### src/rtl/ldc_pkg.sv
// constants and carrier types for the laser driver control decode
// assumes a serial-interface front end that hands over decoded byte accesses
package ldc_pkg;

  // ***********************************************************
  // register addresses
  // ***********************************************************
  localparam logic [7:0] ADDR_CONTROL = 8'h00; // control_settings
  localparam logic [7:0] ADDR_MOD = 8'h01; // modulation_current
  localparam logic [7:0] ADDR_BIAS = 8'h02; // bias_current
  localparam logic [7:0] ADDR_EQ = 8'h03; // equalizer_adjust
  localparam logic [7:0] ADDR_MODULATION_RANGE = 8'h0D; // modulation range

  // ***********************************************************
  // control_settings and modulation_range field positions
  // ***********************************************************
  localparam int BIT_CHIP_ON = 7;
  localparam int BIT_PHOTODIODE_RANGE_HI = 6;
  localparam int BIT_PHOTODIODE_RANGE_LO = 5;
  localparam int BIT_OPEN_LOOP = 4;
  localparam int BIT_FAULT_DET = 3;
  localparam int BIT_PEAK_RNG = 2;
  localparam int BIT_EQ_ON = 1;
  localparam int BIT_PD_POL = 0;
  localparam int BIT_MODULATION_RANGE_HI = 1;
  localparam int BIT_MODULATION_RANGE_LO = 0;

  // ***********************************************************
  // reset values (none are defined for the part; all start cleared)
  // ***********************************************************
  localparam logic [7:0] RST_CONTROL = 8'h00;
  localparam logic [7:0] RST_MOD = 8'h00;
  localparam logic [7:0] RST_BIAS = 8'h00;
  localparam logic [7:0] RST_EQ = 8'h00;
  localparam logic [1:0] RST_MODULATION_RANGE = 2'h0;
  localparam logic [7:0] RDATA_UNMAPPED = 8'h00;

  // ***********************************************************
  // current scales, in nA per code step
  // ***********************************************************
  localparam int CUR_W = 26;
  localparam logic [CUR_W-1:0] MOD_STEP_R0_NA = 26'h0016F30; // 94 uA
  localparam logic [CUR_W-1:0] MOD_STEP_R1_NA = 26'h00130B0; // 78 uA
  localparam logic [CUR_W-1:0] MOD_STEP_R2_NA = 26'h000F230; // 62 uA
  localparam logic [CUR_W-1:0] MOD_STEP_R3_NA = 26'h000B798; // 47 uA
  localparam logic [CUR_W-1:0] PD_STEP_NARROW_NA = 26'h00001F4; // 0.5 uA
  localparam logic [CUR_W-1:0] PD_STEP_MID_NA = 26'h00009C4; // 2.5 uA
  localparam logic [CUR_W-1:0] PD_STEP_WIDE_NA = 26'h0001388; // 5 uA
  localparam logic [CUR_W-1:0] OPEN_STEP_NA = 26'h0014FF0; // 86 uA
  localparam int COUPLING_RATIO_DEF = 30; // bias to photodiode ratio

  // ***********************************************************
  // decoded modes
  // ***********************************************************
  typedef enum logic [1:0]
  {
    PD_NARROW = 2'b00,
    PD_MID = 2'b01,
    PD_WIDE = 2'b10
  } ldc_pd_range_e;

  typedef enum logic [0:0]
  {
    LOOP_CLOSED = 1'b0,
    LOOP_OPEN = 1'b1
  } ldc_loop_e;

  // analog control word presented to the current generators
  typedef struct packed
  {
    logic laser_on; // chip on and no latched fault
    logic fault_detect_on; // fault comparators armed
    logic fault_latched; // latched fault condition
    ldc_pd_range_e pd_range; // monitor range
    ldc_loop_e loop_mode; // bias loop mode
    logic peak_wide; // 1: up to 12 mA, 0: up to 6 mA
    logic eq_active; // 0: equalizer bypassed
    logic pd_cathode_vcc; // 1: cathode to supply, 0: anode to ground
    logic [7:0] eq_strength; // 255 = strongest equalization
    logic [CUR_W-1:0] mod_na; // modulation current
    logic [CUR_W-1:0] pd_target_na; // closed loop photodiode target
    logic [CUR_W-1:0] bias_na; // bias current
  } ldc_ctrl_s;

endpackage

### src/rtl/ldc_decode.sv
// register bank and decode for the laser driver configuration bytes
// assumes byte accesses from the serial front end on clk, plus an async fault pin
//
// Contract
// - chip_on bit 7 runs; low-high clears fault
// - photodiode_range 1X wide, 01 mid, 00 narrow
// - open_loop_select bit 4: open or closed loop
// - fault_detect_on bit 3 gates fault detection
// - peaking_range 1 up to 12mA, 0 up to 6mA
// - equalizer_on bit 1 zero bypasses equalizer
// - photodiode_polarity 1 cathode supply, 0 anode ground
// - modulation step 94/78/62/47 uA by range
// - closed loop bias is ratio times code times step
// - open loop bias is 86 uA times code
// - codes are 8-bit unsigned, bit 7 MSB
// - modulation_range is bits 1:0 at 0x0D
// - equalizer_setting 00 max, FF min equalization
`timescale 1ns/10ps
`default_nettype none

module ldc_decode
#(
  parameter int COUPLING_RATIO = ldc_pkg::COUPLING_RATIO_DEF
)
(
  // clock and reset
  input wire logic clk,
  input wire logic rst,
  // register access from the serial front end
  input wire logic reg_wr,
  input wire logic reg_rd,
  input wire logic [7:0] reg_addr,
  input wire logic [7:0] reg_wdata,
  output logic [7:0] reg_rdata_ff,
  output logic reg_rvalid_ff,
  // fault comparator pin, asynchronous
  input wire logic fault_pin,
  // analog controls
  output var ldc_pkg::ldc_ctrl_s ctrl_ff
);

  // ***********************************************************
  // elaboration checks
  // ***********************************************************
  // ratio times widest step times full code must fit the current width,
  // otherwise the closed loop bias would wrap silently
  if (COUPLING_RATIO < 1
      || COUPLING_RATIO * 255 * int'(ldc_pkg::PD_STEP_WIDE_NA) >= 2 ** ldc_pkg::CUR_W)
  begin : g_bad_ratio
    $error("ldc_decode: COUPLING_RATIO too large for the current width");
  end

  localparam logic [7:0] RATIO = 8'(COUPLING_RATIO);

  // ***********************************************************
  // functions
  // ***********************************************************
  // address match, used by write and read paths
  function automatic logic addr_is(input logic [7:0] a, input logic [7:0] ref_a);
    addr_is = (a == ref_a);
  endfunction

  // photodiode range decode; the high bit dominates
  function automatic ldc_pkg::ldc_pd_range_e pd_decode(input logic [1:0] f);
    if (f[1])
      pd_decode = ldc_pkg::PD_WIDE;
    else if (f[0])
      pd_decode = ldc_pkg::PD_MID;
    else
      pd_decode = ldc_pkg::PD_NARROW;
  endfunction

  // ***********************************************************
  // stored fields
  // ***********************************************************
  logic [7:0] control_ff; // control_settings
  logic [7:0] mod_code_ff; // modulation_code
  logic [7:0] bias_code_ff; // bias_code
  logic [7:0] eq_setting_ff; // equalizer_setting
  logic [1:0] mod_range_ff; // modulation_range
  logic fault_sync1_ff; // first synchroniser stage
  logic fault_sync2_ff; // second synchroniser stage
  logic fault_ff; // latched fault
  logic chip_on_prev_ff; // chip_on one cycle ago

  // write strobes per register
  logic wr_control;
  logic wr_mod;
  logic wr_bias;
  logic wr_eq;
  logic wr_modulation_range;

  assign wr_control = reg_wr && addr_is(reg_addr, ldc_pkg::ADDR_CONTROL);
  assign wr_mod = reg_wr && addr_is(reg_addr, ldc_pkg::ADDR_MOD);
  assign wr_bias = reg_wr && addr_is(reg_addr, ldc_pkg::ADDR_BIAS);
  assign wr_eq = reg_wr && addr_is(reg_addr, ldc_pkg::ADDR_EQ);
  assign wr_modulation_range = reg_wr && addr_is(reg_addr, ldc_pkg::ADDR_MODULATION_RANGE);

  // ***********************************************************
  // register writes
  // ***********************************************************
  // each field keeps the last byte written (modulation_range only its bits 1:0); unmapped writes are dropped
  always_ff @(posedge clk)
  begin
    if (rst)
    begin
      control_ff <= ldc_pkg::RST_CONTROL;
      mod_code_ff <= ldc_pkg::RST_MOD;
      bias_code_ff <= ldc_pkg::RST_BIAS;
      eq_setting_ff <= ldc_pkg::RST_EQ;
      mod_range_ff <= ldc_pkg::RST_MODULATION_RANGE;
    end
    else
    begin
      if (wr_control)
        control_ff <= reg_wdata;
      if (wr_mod)
        mod_code_ff <= reg_wdata;
      if (wr_bias)
        bias_code_ff <= reg_wdata;
      if (wr_eq)
        eq_setting_ff <= reg_wdata;
      if (wr_modulation_range)
        mod_range_ff <= reg_wdata[ldc_pkg::BIT_MODULATION_RANGE_HI:ldc_pkg::BIT_MODULATION_RANGE_LO];
    end
  end

  // ***********************************************************
  // register reads
  // ***********************************************************
  logic [7:0] nxt_rdata; // read mux

  // unused range bits read as zero, unmapped addresses as zero
  always_comb
  begin
    nxt_rdata = ldc_pkg::RDATA_UNMAPPED;
    if (addr_is(reg_addr, ldc_pkg::ADDR_CONTROL))
      nxt_rdata = control_ff;
    else if (addr_is(reg_addr, ldc_pkg::ADDR_MOD))
      nxt_rdata = mod_code_ff;
    else if (addr_is(reg_addr, ldc_pkg::ADDR_BIAS))
      nxt_rdata = bias_code_ff;
    else if (addr_is(reg_addr, ldc_pkg::ADDR_EQ))
      nxt_rdata = eq_setting_ff;
    else if (addr_is(reg_addr, ldc_pkg::ADDR_MODULATION_RANGE))
      nxt_rdata = {6'h00, mod_range_ff};
  end

  // read data held until the next read; valid is a one-cycle pulse
  always_ff @(posedge clk)
  begin
    if (rst)
    begin
      reg_rdata_ff <= 8'h00;
      reg_rvalid_ff <= 1'b0;
    end
    else
    begin
      reg_rvalid_ff <= reg_rd;
      if (reg_rd)
        reg_rdata_ff <= nxt_rdata;
    end
  end

  // ***********************************************************
  // fault pin synchroniser
  // ***********************************************************
  // only the second stage is read by logic
  always_ff @(posedge clk)
  begin
    if (rst)
    begin
      fault_sync1_ff <= 1'b0;
      fault_sync2_ff <= 1'b0;
    end
    else
    begin
      fault_sync1_ff <= fault_pin;
      fault_sync2_ff <= fault_sync1_ff;
    end
  end

  // ***********************************************************
  // fault latch
  // ***********************************************************
  logic chip_on; // enable bit
  logic fault_det_on; // detection armed
  logic fault_set; // detection event
  logic fault_clear; // chip_on re-enable edge

  assign chip_on = control_ff[ldc_pkg::BIT_CHIP_ON];
  assign fault_det_on = control_ff[ldc_pkg::BIT_FAULT_DET];
  // a disabled chip has no running laser to fault on
  assign fault_set = fault_sync2_ff && fault_det_on && chip_on;
  // low then high on chip_on is the only way out of a fault
  assign fault_clear = chip_on && !chip_on_prev_ff;

  // set wins over clear, so a fault on the re-enable cycle is kept
  always_ff @(posedge clk)
  begin
    if (rst)
    begin
      fault_ff <= 1'b0;
      chip_on_prev_ff <= 1'b0;
    end
    else
    begin
      chip_on_prev_ff <= chip_on;
      if (fault_set)
        fault_ff <= 1'b1;
      else if (fault_clear)
        fault_ff <= 1'b0;
    end
  end

  // ***********************************************************
  // current scaling
  // ***********************************************************
  logic [ldc_pkg::CUR_W-1:0] mod_step; // per-code modulation step
  logic [ldc_pkg::CUR_W-1:0] pd_step; // per-code photodiode step
  logic [ldc_pkg::CUR_W-1:0] pd_target; // photodiode target current
  logic [ldc_pkg::CUR_W-1:0] bias_closed; // closed loop bias
  logic [ldc_pkg::CUR_W-1:0] bias_open; // open loop bias
  ldc_pkg::ldc_pd_range_e pd_range; // decoded monitor range

  assign pd_range = pd_decode(control_ff[ldc_pkg::BIT_PHOTODIODE_RANGE_HI:ldc_pkg::BIT_PHOTODIODE_RANGE_LO]);

  // modulation step by range code
  always_comb
  begin
    case (mod_range_ff)
      2'b00: mod_step = ldc_pkg::MOD_STEP_R0_NA;
      2'b01: mod_step = ldc_pkg::MOD_STEP_R1_NA;
      2'b10: mod_step = ldc_pkg::MOD_STEP_R2_NA;
      2'b11: mod_step = ldc_pkg::MOD_STEP_R3_NA;
      default: mod_step = ldc_pkg::MOD_STEP_R0_NA;
    endcase
  end

  // photodiode resolution follows the monitor range
  always_comb
  begin
    case (pd_range)
      ldc_pkg::PD_NARROW: pd_step = ldc_pkg::PD_STEP_NARROW_NA;
      ldc_pkg::PD_MID: pd_step = ldc_pkg::PD_STEP_MID_NA;
      ldc_pkg::PD_WIDE: pd_step = ldc_pkg::PD_STEP_WIDE_NA;
      default: pd_step = ldc_pkg::PD_STEP_NARROW_NA;
    endcase
  end

  // products stay in range: the ratio bound above keeps 5000*255*ratio in 26 bits
  assign pd_target = ldc_pkg::CUR_W'(pd_step * {18'h00000, bias_code_ff});
  assign bias_closed = ldc_pkg::CUR_W'(pd_target * {18'h00000, RATIO});
  assign bias_open = ldc_pkg::CUR_W'(ldc_pkg::OPEN_STEP_NA * {18'h00000, bias_code_ff});

  // ***********************************************************
  // analog control word
  // ***********************************************************
  ldc_pkg::ldc_ctrl_s nxt_ctrl; // next control word
  logic run; // laser driven

  assign run = chip_on && !fault_ff;

  // currents collapse to zero while disabled or faulted
  always_comb
  begin
    nxt_ctrl = '0;
    nxt_ctrl.laser_on = run;
    nxt_ctrl.fault_detect_on = fault_det_on;
    nxt_ctrl.fault_latched = fault_ff;
    nxt_ctrl.pd_range = pd_range;
    nxt_ctrl.loop_mode = control_ff[ldc_pkg::BIT_OPEN_LOOP]
                         ? ldc_pkg::LOOP_OPEN : ldc_pkg::LOOP_CLOSED;
    nxt_ctrl.peak_wide = control_ff[ldc_pkg::BIT_PEAK_RNG];
    nxt_ctrl.eq_active = control_ff[ldc_pkg::BIT_EQ_ON];
    nxt_ctrl.pd_cathode_vcc = control_ff[ldc_pkg::BIT_PD_POL];
    // bypassed equalizer gets no strength at all
    if (control_ff[ldc_pkg::BIT_EQ_ON])
      nxt_ctrl.eq_strength = ~eq_setting_ff;
    else
      nxt_ctrl.eq_strength = 8'h00;
    if (run)
    begin
      nxt_ctrl.mod_na = ldc_pkg::CUR_W'(mod_step * {18'h00000, mod_code_ff});
      if (control_ff[ldc_pkg::BIT_OPEN_LOOP])
      begin
        nxt_ctrl.bias_na = bias_open;
        nxt_ctrl.pd_target_na = '0;
      end
      else
      begin
        nxt_ctrl.bias_na = bias_closed;
        nxt_ctrl.pd_target_na = pd_target;
      end
    end
  end

  // registered so the analog side sees a glitch-free word
  always_ff @(posedge clk)
  begin
    if (rst)
      ctrl_ff <= '0;
    else
      ctrl_ff <= nxt_ctrl;
  end

endmodule

`default_nettype wire

### config.mk
export PLATFORM = sky130hd
export DESIGN_NAME = ldc_decode
export DESIGN_NICKNAME = d
export VERILOG_FILES = /design/src/rtl/ldc_pkg.sv /design/src/rtl/ldc_decode.sv
export SDC_FILE = /design/constraint.sdc
export NUM_CORES = 1
export LEC_CHECK = 0
export ABC_AREA = 1
export BUFFER_PORTS_ARGS = -buffer_cell sky130_fd_sc_hd__buf_2
export CORE_ASPECT_RATIO = 0.7
export CORE_UTILIZATION = 30
export CTS_CLUSTER_DIAMETER = 200
export DETAILED_ROUTE_END_ITERATION = 8
export MAX_ROUTING_LAYER = met4
export PLACE_DENSITY = 0.53
export SLEW_MARGIN = 30
export SYNTH_ARGS = -nofsm -noshare
export SYNTH_HDL_FRONTEND = slang
export SYNTH_SLANG_ARGS = --single-unit
### constraint.sdc
create_clock -name clk -period 8.7 [get_ports clk]
set_clock_uncertainty 0.2 [all_clocks]
set_input_delay 0.87 -clock clk [delete_from_list [all_inputs] [get_ports clk]]
set_output_delay 0.87 -clock clk [all_outputs]
set_load 0.02 [all_outputs]
==> results of run 1 <==
-- per-layer routing --
metal,vias to the layer above,global-route usage (%)
met5,-,-
met2,415,24.3
met3,35,3.40
met4,0,4.31
met1,6132,29.1
li1,6256,-
-- worst max-delay path, delay by kind of cell, from the launching register on --
family          cells  cell delay (ps)
compound gates      1               80
xor+xnor            2              600
fa+ha+maj           8             3560
buf+inv             8              690
flops               1              740
simple gates       14             1690
-- cells by family after synthesis --
kind of cell	count (synthesis)	share of synthesized area (%)
flops	128	17.5
xor+xnor	17	1.02
other cells	2	0.0513
compound gates	266	9.85
buf+inv	465	12.5
simple gates	730	21.2
fa+ha+maj	347	37.9
-- cells in the final DEF (no fill, tap or decap), types with 4 or more instances in the layout --
| master | netlist | final |
|---|---|---|
| nor3_1 | 4 | 4 |
| fa_1 | 160 | 160 |
| nor2_2 | 9 | 10 |
| inv_1 | 408 | 408 |
| a21oi_1 | 139 | 139 |
| nand2_2 | 15 | 15 |
| dfxtp_1 | 128 | 127 |
| xor2_1 | 14 | 14 |
| a21o_1 | 9 | 9 |
| o211ai_1 | 10 | 10 |
| bufinv_16 | 0 | 4 |
| buf_4 | 15 | 7 |
| nand2_1 | 364 | 364 |
| nand4_1 | 16 | 16 |
| nand3_1 | 89 | 89 |
| o21ai_1 | 8 | 8 |
| buf_2 | 2 | 111 |
| nand3b_1 | 11 | 11 |
| nor2_1 | 206 | 205 |
| o21ai_0 | 80 | 80 |
| conb_1 | 2 | 16 |
| inv_2 | 10 | 10 |
| clkbuf_16 | 0 | 17 |
| ha_1 | 187 | 187 |
| o21bai_1 | 5 | 5 |
| a21boi_1 | 4 | 4 |
| o21a_1 | 4 | 4 |
-- cell usage after synthesis (all sizes together), types with 5 or more instances --
master,count
o21ai,89
a21boi,6
xor2,14
inv,419
nand3,91
fa,160
a21o,9
ha,187
nand2,381
buf,21
a21oi,141
nor2,218
nand4,17
clkbuf,24
o21bai,5
dfxtp,128
nand3b,11
o211ai,10
-- state kept, by name (all words and copies together), names as in the netlist, 2 cells and up --
name and count:
control_ff 8, reg_rdata_ff 8, mod_range_ff 2, bias_code_ff 8, eq_setting_ff 8, mod_code_ff 8, ctrl_ff 81
-- report_power, final --
part           internal (mW)  switching, mW  total, mW
Combinational         0.0350         0.0819      0.117
Sequential             0.588        0.00188      0.590
Clock                  0.496          0.303      0.799
-- final timing paths --
| path | cells past startpoint | slack [ps] | startpoint | end |
|---|---|---|---|---|
| max | 33 | 970 | control_ff[6] | ctrl_ff[24] |
| min | 2 | 200 | fault_sync1_ff | fault_sync2_ff |
| max reg2reg | 33 | 970 | control_ff[6] | ctrl_ff[24] |
| min reg2reg | 2 | 200 | fault_sync1_ff | fault_sync2_ff |
-- final cells by class --
cell class | instances | area, um^2
repair buffers | 118 | 608
multi-input cells | 1376 | 10300
well taps | 655 | 820
clock inverters | 12 | 179
fillers | 5231 | 31500
clock buffers | 20 | 457
inverters | 420 | 1580
flip-flops and latches | 128 | 2560
-- through the flow --
step                      cells  setup WS, ps
final                      2729           974
after global routing       2729           502
after CTS                  2729          1060
after detailed placement   2697          1120
after global placement     2697          1130
after floorplan            1969          2180
==> impl_metrics.sql, run 1 <==
INSERT INTO impl_metrics (metric_group, metric, value, unit) VALUES
('clock_network', 'post-cts-setup-buffers', '0', ''),
('die', 'core.rowCount', '67', ''),
('placement', 'place_congestion', '0.904', ''),
('die', 'floorplan.initialDensity', '30.5', '%'),
('yosys', 'syn-cell-area', '14600', 'um^2'),
('yosys', 'synth_top_area_share', '21.9', '%'),
('clock_network', 'cts.path.max_buffers', '2', ''),
('placement', 'placed_cell_area', '15900', 'um^2'),
('grt', 'grt_resource_usage_total', '18.7', '%'),
('drt', 'detail_route.vias_per_cell', '4.70', ''),
('clock_network', 'cts_max_level', '4', ''),
('sta', 'tightest_slew', '945', 'ps'),
('yosys', 'yosys_register_bits', '128', ''),
('clock_network', 'clock_sink_count', '128', ''),
('power', 'power.leakage', '9.35', 'nW'),
('grt', 'grt_pass1_wl', '69.4', 'mm'),
('die', 'ios', '125', ''),
('grt', 'first_global_vias', '12300', ''),
('sta', 'worst_slew_margin_rel', '36.9', '%'),
('yosys', 'synthCells', '1955', ''),
('sta', 'fin_crit_sh', '88.8', '%'),
('drt', 'drtAntennaViolNets', '0', ''),
('drt', 'routed_wl_met3', '3.15', 'mm'),
('sta', 'maxSlewViolCount', '0', ''),
('yosys', 'synth-edff-count', '0', ''),
('layout', 'post_route_cells_drive_above_1_share', '9.74', '%'),
('yosys', 'synthesis.yosys.warnings', '0', ''),
('die', 'placeableCoreArea', '48000', 'um^2'),
('die', 'die_x', '266', 'um'),
('layout', 'post-route-util', '34.4', '%'),
('sta', 'clock.fmax', '129', 'MHz'),
('yosys', 'avgSynthCellArea', '7.48', 'um^2'),
('worst_setup_path', 'worst-setup-path-type', 'register to register', ''),
('yosys', 'synth_async_sr_flop_share', '0', '%'),
('worst_setup_path', 'timing.critical_path.slowest_stage_cell', 'dfxtp_1', ''),
('die', 'chipHeight', '187', 'um'),
('sta', 'totalNegativeSetupSlack', '0', 'ps'),
('yosys', 'synthTopCellsByArea', 'fa_1, dfxtp_1, ha_1', ''),
('sta', 'finalCriticalPeriod', '7730', 'ps'),
('drt', 'vias', '12800', ''),
('run_status', 'outcome', 'finished clean', ''),
('drt', 'detail_route.first_pass.iterations', '7', ''),
('power', 'finalPower', '1.51', 'mW'),
('clock_network', 'cts-resized-gates', '0', ''),
('clock_network', 'ctsHoldBuffers', '0', ''),
('drt', 'met1_length', '23.2', 'mm'),
('drt', 'drt_first_iter_violations', '1006', ''),
('worst_setup_path', 'crit_path_max_incr_delay', '740', 'ps'),
('worst_setup_path', 'worstPathRequired', '8810', 'ps'),
('sta', 'final_hold_viol_count', '0', ''),
('worst_setup_path', 'crit_path_end_kind', 'register', ''),
('clock_network', 'numCtsBuffers', '17', ''),
('layout', 'design.final.nets', '2429', ''),
('layout', 'layout-area-overhead-vs-synth', '12.8', '%'),
('drt', 'routed-wl-met2', '17.3', 'mm'),
('sta', 'finalSetupViolations', '0', ''),
('placement', 'dpl.hpwl', '37.1', 'mm'),
('yosys', 'sequential_area_share_after_synthesis', '17.5', '%'),
('yosys', 'synth_top_area_cell', 'fa_1', ''),
('yosys', 'synth_cell_type_count', '44', ''),
('clock_network', 'clkTransAtPathRegs', '60', 'ps'),
('drt', 'drt-wirelength-per-cell', '16.2', 'um'),
('min_path', 'hp-class', 'register to register', ''),
('grt', 'grt-ovfl-total', '0', ''),
('worst_setup_path', 'worst_ep_arrival_time', '7830', 'ps'),
('clock_network', 'clk_latency_worst_skew_pair', '460', 'ps'),
('flow_run', 'max_cap_viol_count', '0', ''),
('layout', 'insertedDiodeCount', '0', ''),
('grt', 'grt_start_max_net_pins', '39', ''),
('sta', 'rsz0062_at_grt', 'false', ''),
('clock_network', 'tritoncts', 'built', ''),
('grt', 'antenna_found_initial', '2', ''),
('clock_network', 'clock_tree.root_cell', 'clkbuf_16', ''),
('power', 'max-vdd-ir-drop', '0.000127', 'V'),
('yosys', 'synth_ff_type', 'dfxtp_1', ''),
('sta', 'finalHoldWorstSlack', '204', 'ps'),
('worst_setup_path', 'worst_path_maximum_fanout', '19', ''),
('drt', 'highest_layer', 'met4', ''),
('power', 'power_density', '91.3', 'nW/um^2'),
('placement', 'numPortBuffers', '111', ''),
('die', 'dieArea', '49700', 'um^2'),
('drt', 'drt-total-wl', '44.2', 'mm'),
('layout', 'post-route-cell-area', '16500', 'um^2'),
('drt', 'drc_violation_count_after_routing', '0', ''),
('worst_setup_path', 'setup.worst_path.start_class', 'register', '');
No activity file was read; power rests on OpenSTA's default activity.
==> run 2, diff against run 1 <==
- CELL_PAD_IN_SITES_DETAIL_PLACEMENT: not set -> 1
- CELL_PAD_IN_SITES_GLOBAL_PLACEMENT: not set -> 1
- CORE_UTILIZATION: 30 -> 40
- GPL_ROUTABILITY_DRIVEN: not set -> 0
- PLACE_DENSITY: 0.53 -> 0.8
==> run 2 against run 1 <==
Against the previous run: clock-buffer cell count fell by 3; sequential power hardly changed; via count is 3.5% higher; register-to-register slack worse by 60 ps; utilization increased by 11 points; first-iteration DRC count shrank 5.5%; design area fell by 1.5%; fmax down 0.74%; die area is 25% lower; critical endpoint is now ctrl_ff[19]; largest power group unchanged; highest routed layer unchanged.
==> impl_metrics.sql, run 2 (synthesized netlist as in run 1, its figures left out) <==
INSERT INTO impl_metrics (metric_group, metric, value, unit) VALUES
('run_status', 'outcome', 'finished clean', ''),
('layout', 'design.final.nets', '2431', ''),
('layout', 'layout-area-overhead-vs-synth', '11.1', '%'),
('worst_setup_path', 'crit_path_start', 'control_ff[6]', ''),
('drt', 'vias', '13300', ''),
('power', 'finalPower', '1.46', 'mW'),
('clock_network', 'clk_latency_worst_skew_pair', '460', 'ps'),
('worst_setup_path', 'crit_path_end_kind', 'register', ''),
('layout', 'post-route-cell-area', '16200', 'um^2'),
('grt', 'grt_pass1_wl', '75.1', 'mm'),
('drt', 'drtAntennaViolNets', '0', ''),
('placement', 'placed_cell_area', '15700', 'um^2'),
('worst_setup_path', 'worstPathRequired', '8880', 'ps'),
('worst_setup_path', 'worst_r2r_dst', 'ctrl_ff[19]', ''),
('worst_setup_path', 'timing.critical_path.to', 'ctrl_ff[19]', ''),
('placement', 'numPortBuffers', '111', ''),
('die', 'die_x', '231', 'um'),
('sta', 'clock.fmax', '128', 'MHz'),
('layout', 'post_route_cells_drive_above_1_share', '9.83', '%'),
('worst_setup_path', 'worst_path_maximum_fanout', '19', ''),
('clock_network', 'post-cts-setup-buffers', '0', ''),
('clock_network', 'tritoncts', 'built', ''),
('layout', 'finalNonFillerCells', '2556', ''),
('die', 'chipHeight', '162', 'um'),
('die', 'core.rowCount', '58', ''),
('worst_setup_path', 'beginning_of_the_worst_register_to_register_path', 'control_ff[6]', ''),
('sta', 'totalNegativeSetupSlack', '0', 'ps'),
('power', 'power.leakage', '9.35', 'nW'),
('clock_network', 'clkTransAtPathRegs', '70', 'ps'),
('worst_setup_path', 'worst-setup-path-type', 'register to register', ''),
('layout', 'most_frequent_cells_in_the_layout', 'inv_1, nand2_1, nor2_1', ''),
('layout', 'largest_reg_by_ff_count', 'ctrl_ff', ''),
('grt', 'grt_resource_usage_total', '26.6', '%'),
('sta', 'finalSetupViolations', '0', ''),
('min_path', 'hp-class', 'register to register', ''),
('clock_network', 'ctsHoldBuffers', '0', ''),
('clock_network', 'cts-resized-gates', '0', ''),
('worst_setup_path', 'crit_path_max_incr_delay', '660', 'ps'),
('sta', 'maxSlewViolCount', '0', ''),
('die', 'ios', '125', ''),
('placement', 'dpl.hpwl', '39.0', 'mm'),
('clock_network', 'numCtsBuffers', '17', ''),
('worst_setup_path', 'worst_ep_arrival_time', '7960', 'ps'),
('placement', 'worst_setup_slack_post_dpl', '1090', 'ps'),
('worst_setup_path', 'timing.critical_path.slowest_stage_cell', 'xor2_1', ''),
('die', 'placeableCoreArea', '36000', 'um^2'),
('sta', 'rsz0062_at_grt', 'false', ''),
('grt', 'antenna_found_initial', '0', ''),
('grt', 'grt_start_max_net_pins', '39', ''),
('sta', 'worst_slew_margin_rel', '35.4', '%'),
('drt', 'detail_route.first_pass.iterations', '5', ''),
('drt', 'drt_first_iter_violations', '951', ''),
('worst_setup_path', 'rrSetupSlack', '920', 'ps'),
('worst_setup_path', 'worst_reg2reg_path_length_in_cells', '29', ''),
('drt', 'detail_route.vias_per_cell', '5.20', ''),
('drt', 'drt-wirelength-per-cell', '18.4', 'um'),
('placement', 'number_of_placed_instances_taps_included', '2524', ''),
('sta', 'setup_slack', '916', 'ps'),
('sta', 'finalHoldWorstSlack', '206', 'ps'),
('die', 'floorplan.initialDensity', '40.6', '%'),
('sta', 'tightest_slew', '963', 'ps'),
('grt', 'first_global_vias', '14000', ''),
('clock_network', 'cts.path.max_buffers', '2', ''),
('flow_run', 'max_cap_viol_count', '0', ''),
('layout', 'flip_flop_count_of_the_largest_register_all_copies_and_words_added', '81', ''),
('drt', 'drt-total-wl', '47.1', 'mm'),
('drt', 'drc_violation_count_after_routing', '0', ''),
('layout', 'post-route-util', '45.1', '%'),
('sta', 'finalCriticalPeriod', '7780', 'ps'),
('worst_setup_path', 'setup.worst_path.start_class', 'register', ''),
('clock_network', 'clock_tree.root_cell', 'clkbuf_16', ''),
('layout', 'insertedDiodeCount', '0', ''),
('grt', 'grt-ovfl-total', '0', ''),
('die', 'dieArea', '37300', 'um^2'),
('layout', 'final_common_cell', 'inv_1', ''),
('sta', 'fin_crit_sh', '89.5', '%'),
('power', 'max-vdd-ir-drop', '0.0000980', 'V'),
('clock_network', 'clock_sink_count', '128', ''),
('sta', 'final_hold_viol_count', '0', ''),
('power', 'power_density', '90.1', 'nW/um^2'),
('clock_network', 'cts_max_level', '4', '');
## run 2: cell types whose count changed in the layout (fill, tap and decap cells not counted), moves of 2 or more
cell        previous run  this run
buf_4                  7         9
bufinv_16              4         1
inv_8                  0         6
clkinv_2               2         0
inv_6                  3         5
clkinvlp_4             3         0
clkinv_4               0         3
clkbuf_8               2         0
## run 2: routing by layer
layer  routed length (um)  global-route usage, %  vias to the layer above
met5                    0                      -                        -
met4                  404                   5.21                        0
met3                 3060                   5.34                       35
met2                20900                   40.0                      381
met1                22700                   37.1                     6610
li1                     -                      -                     6257
## run 2: worst min-delay path by stage
stage,start,slack [ps],depth (start not counted),end
floorplan,fault_sync1_ff,190,2,fault_sync2_ff
global placement,fault_sync1_ff,200,2,fault_sync2_ff
detailed placement,fault_sync1_ff,200,2,fault_sync2_ff
CTS,fault_sync1_ff,210,2,fault_sync2_ff
global route,fault_sync1_ff,240,2,fault_sync2_ff
finish,fault_sync1_ff,210,2,fault_sync2_ff
## run 2: final cells by class
type | instances | area, um^2
flip-flops and latches | 128 | 2560
well taps | 480 | 601
repair buffers | 120 | 623
inverters | 420 | 1580
clock inverters | 15 | 168
fillers | 4589 | 19700
multi-input cells | 1376 | 10300
clock buffers | 17 | 425
## run 2: power by group
part           internal, mW  switching [mW]  leakage, nW
clock network         0.410           0.348        0.295
logic                0.0352          0.0822         8.02
registers             0.587         0.00149         1.03
## run 2: worst max-delay path: cells and delay by family, from the launching register on
kind	cells	cell delay, ps
flops	1	540
simple gates	11	1630
buf+inv	6	550
xor+xnor	1	660
compound gates	3	600
fa+ha+maj	8	3510
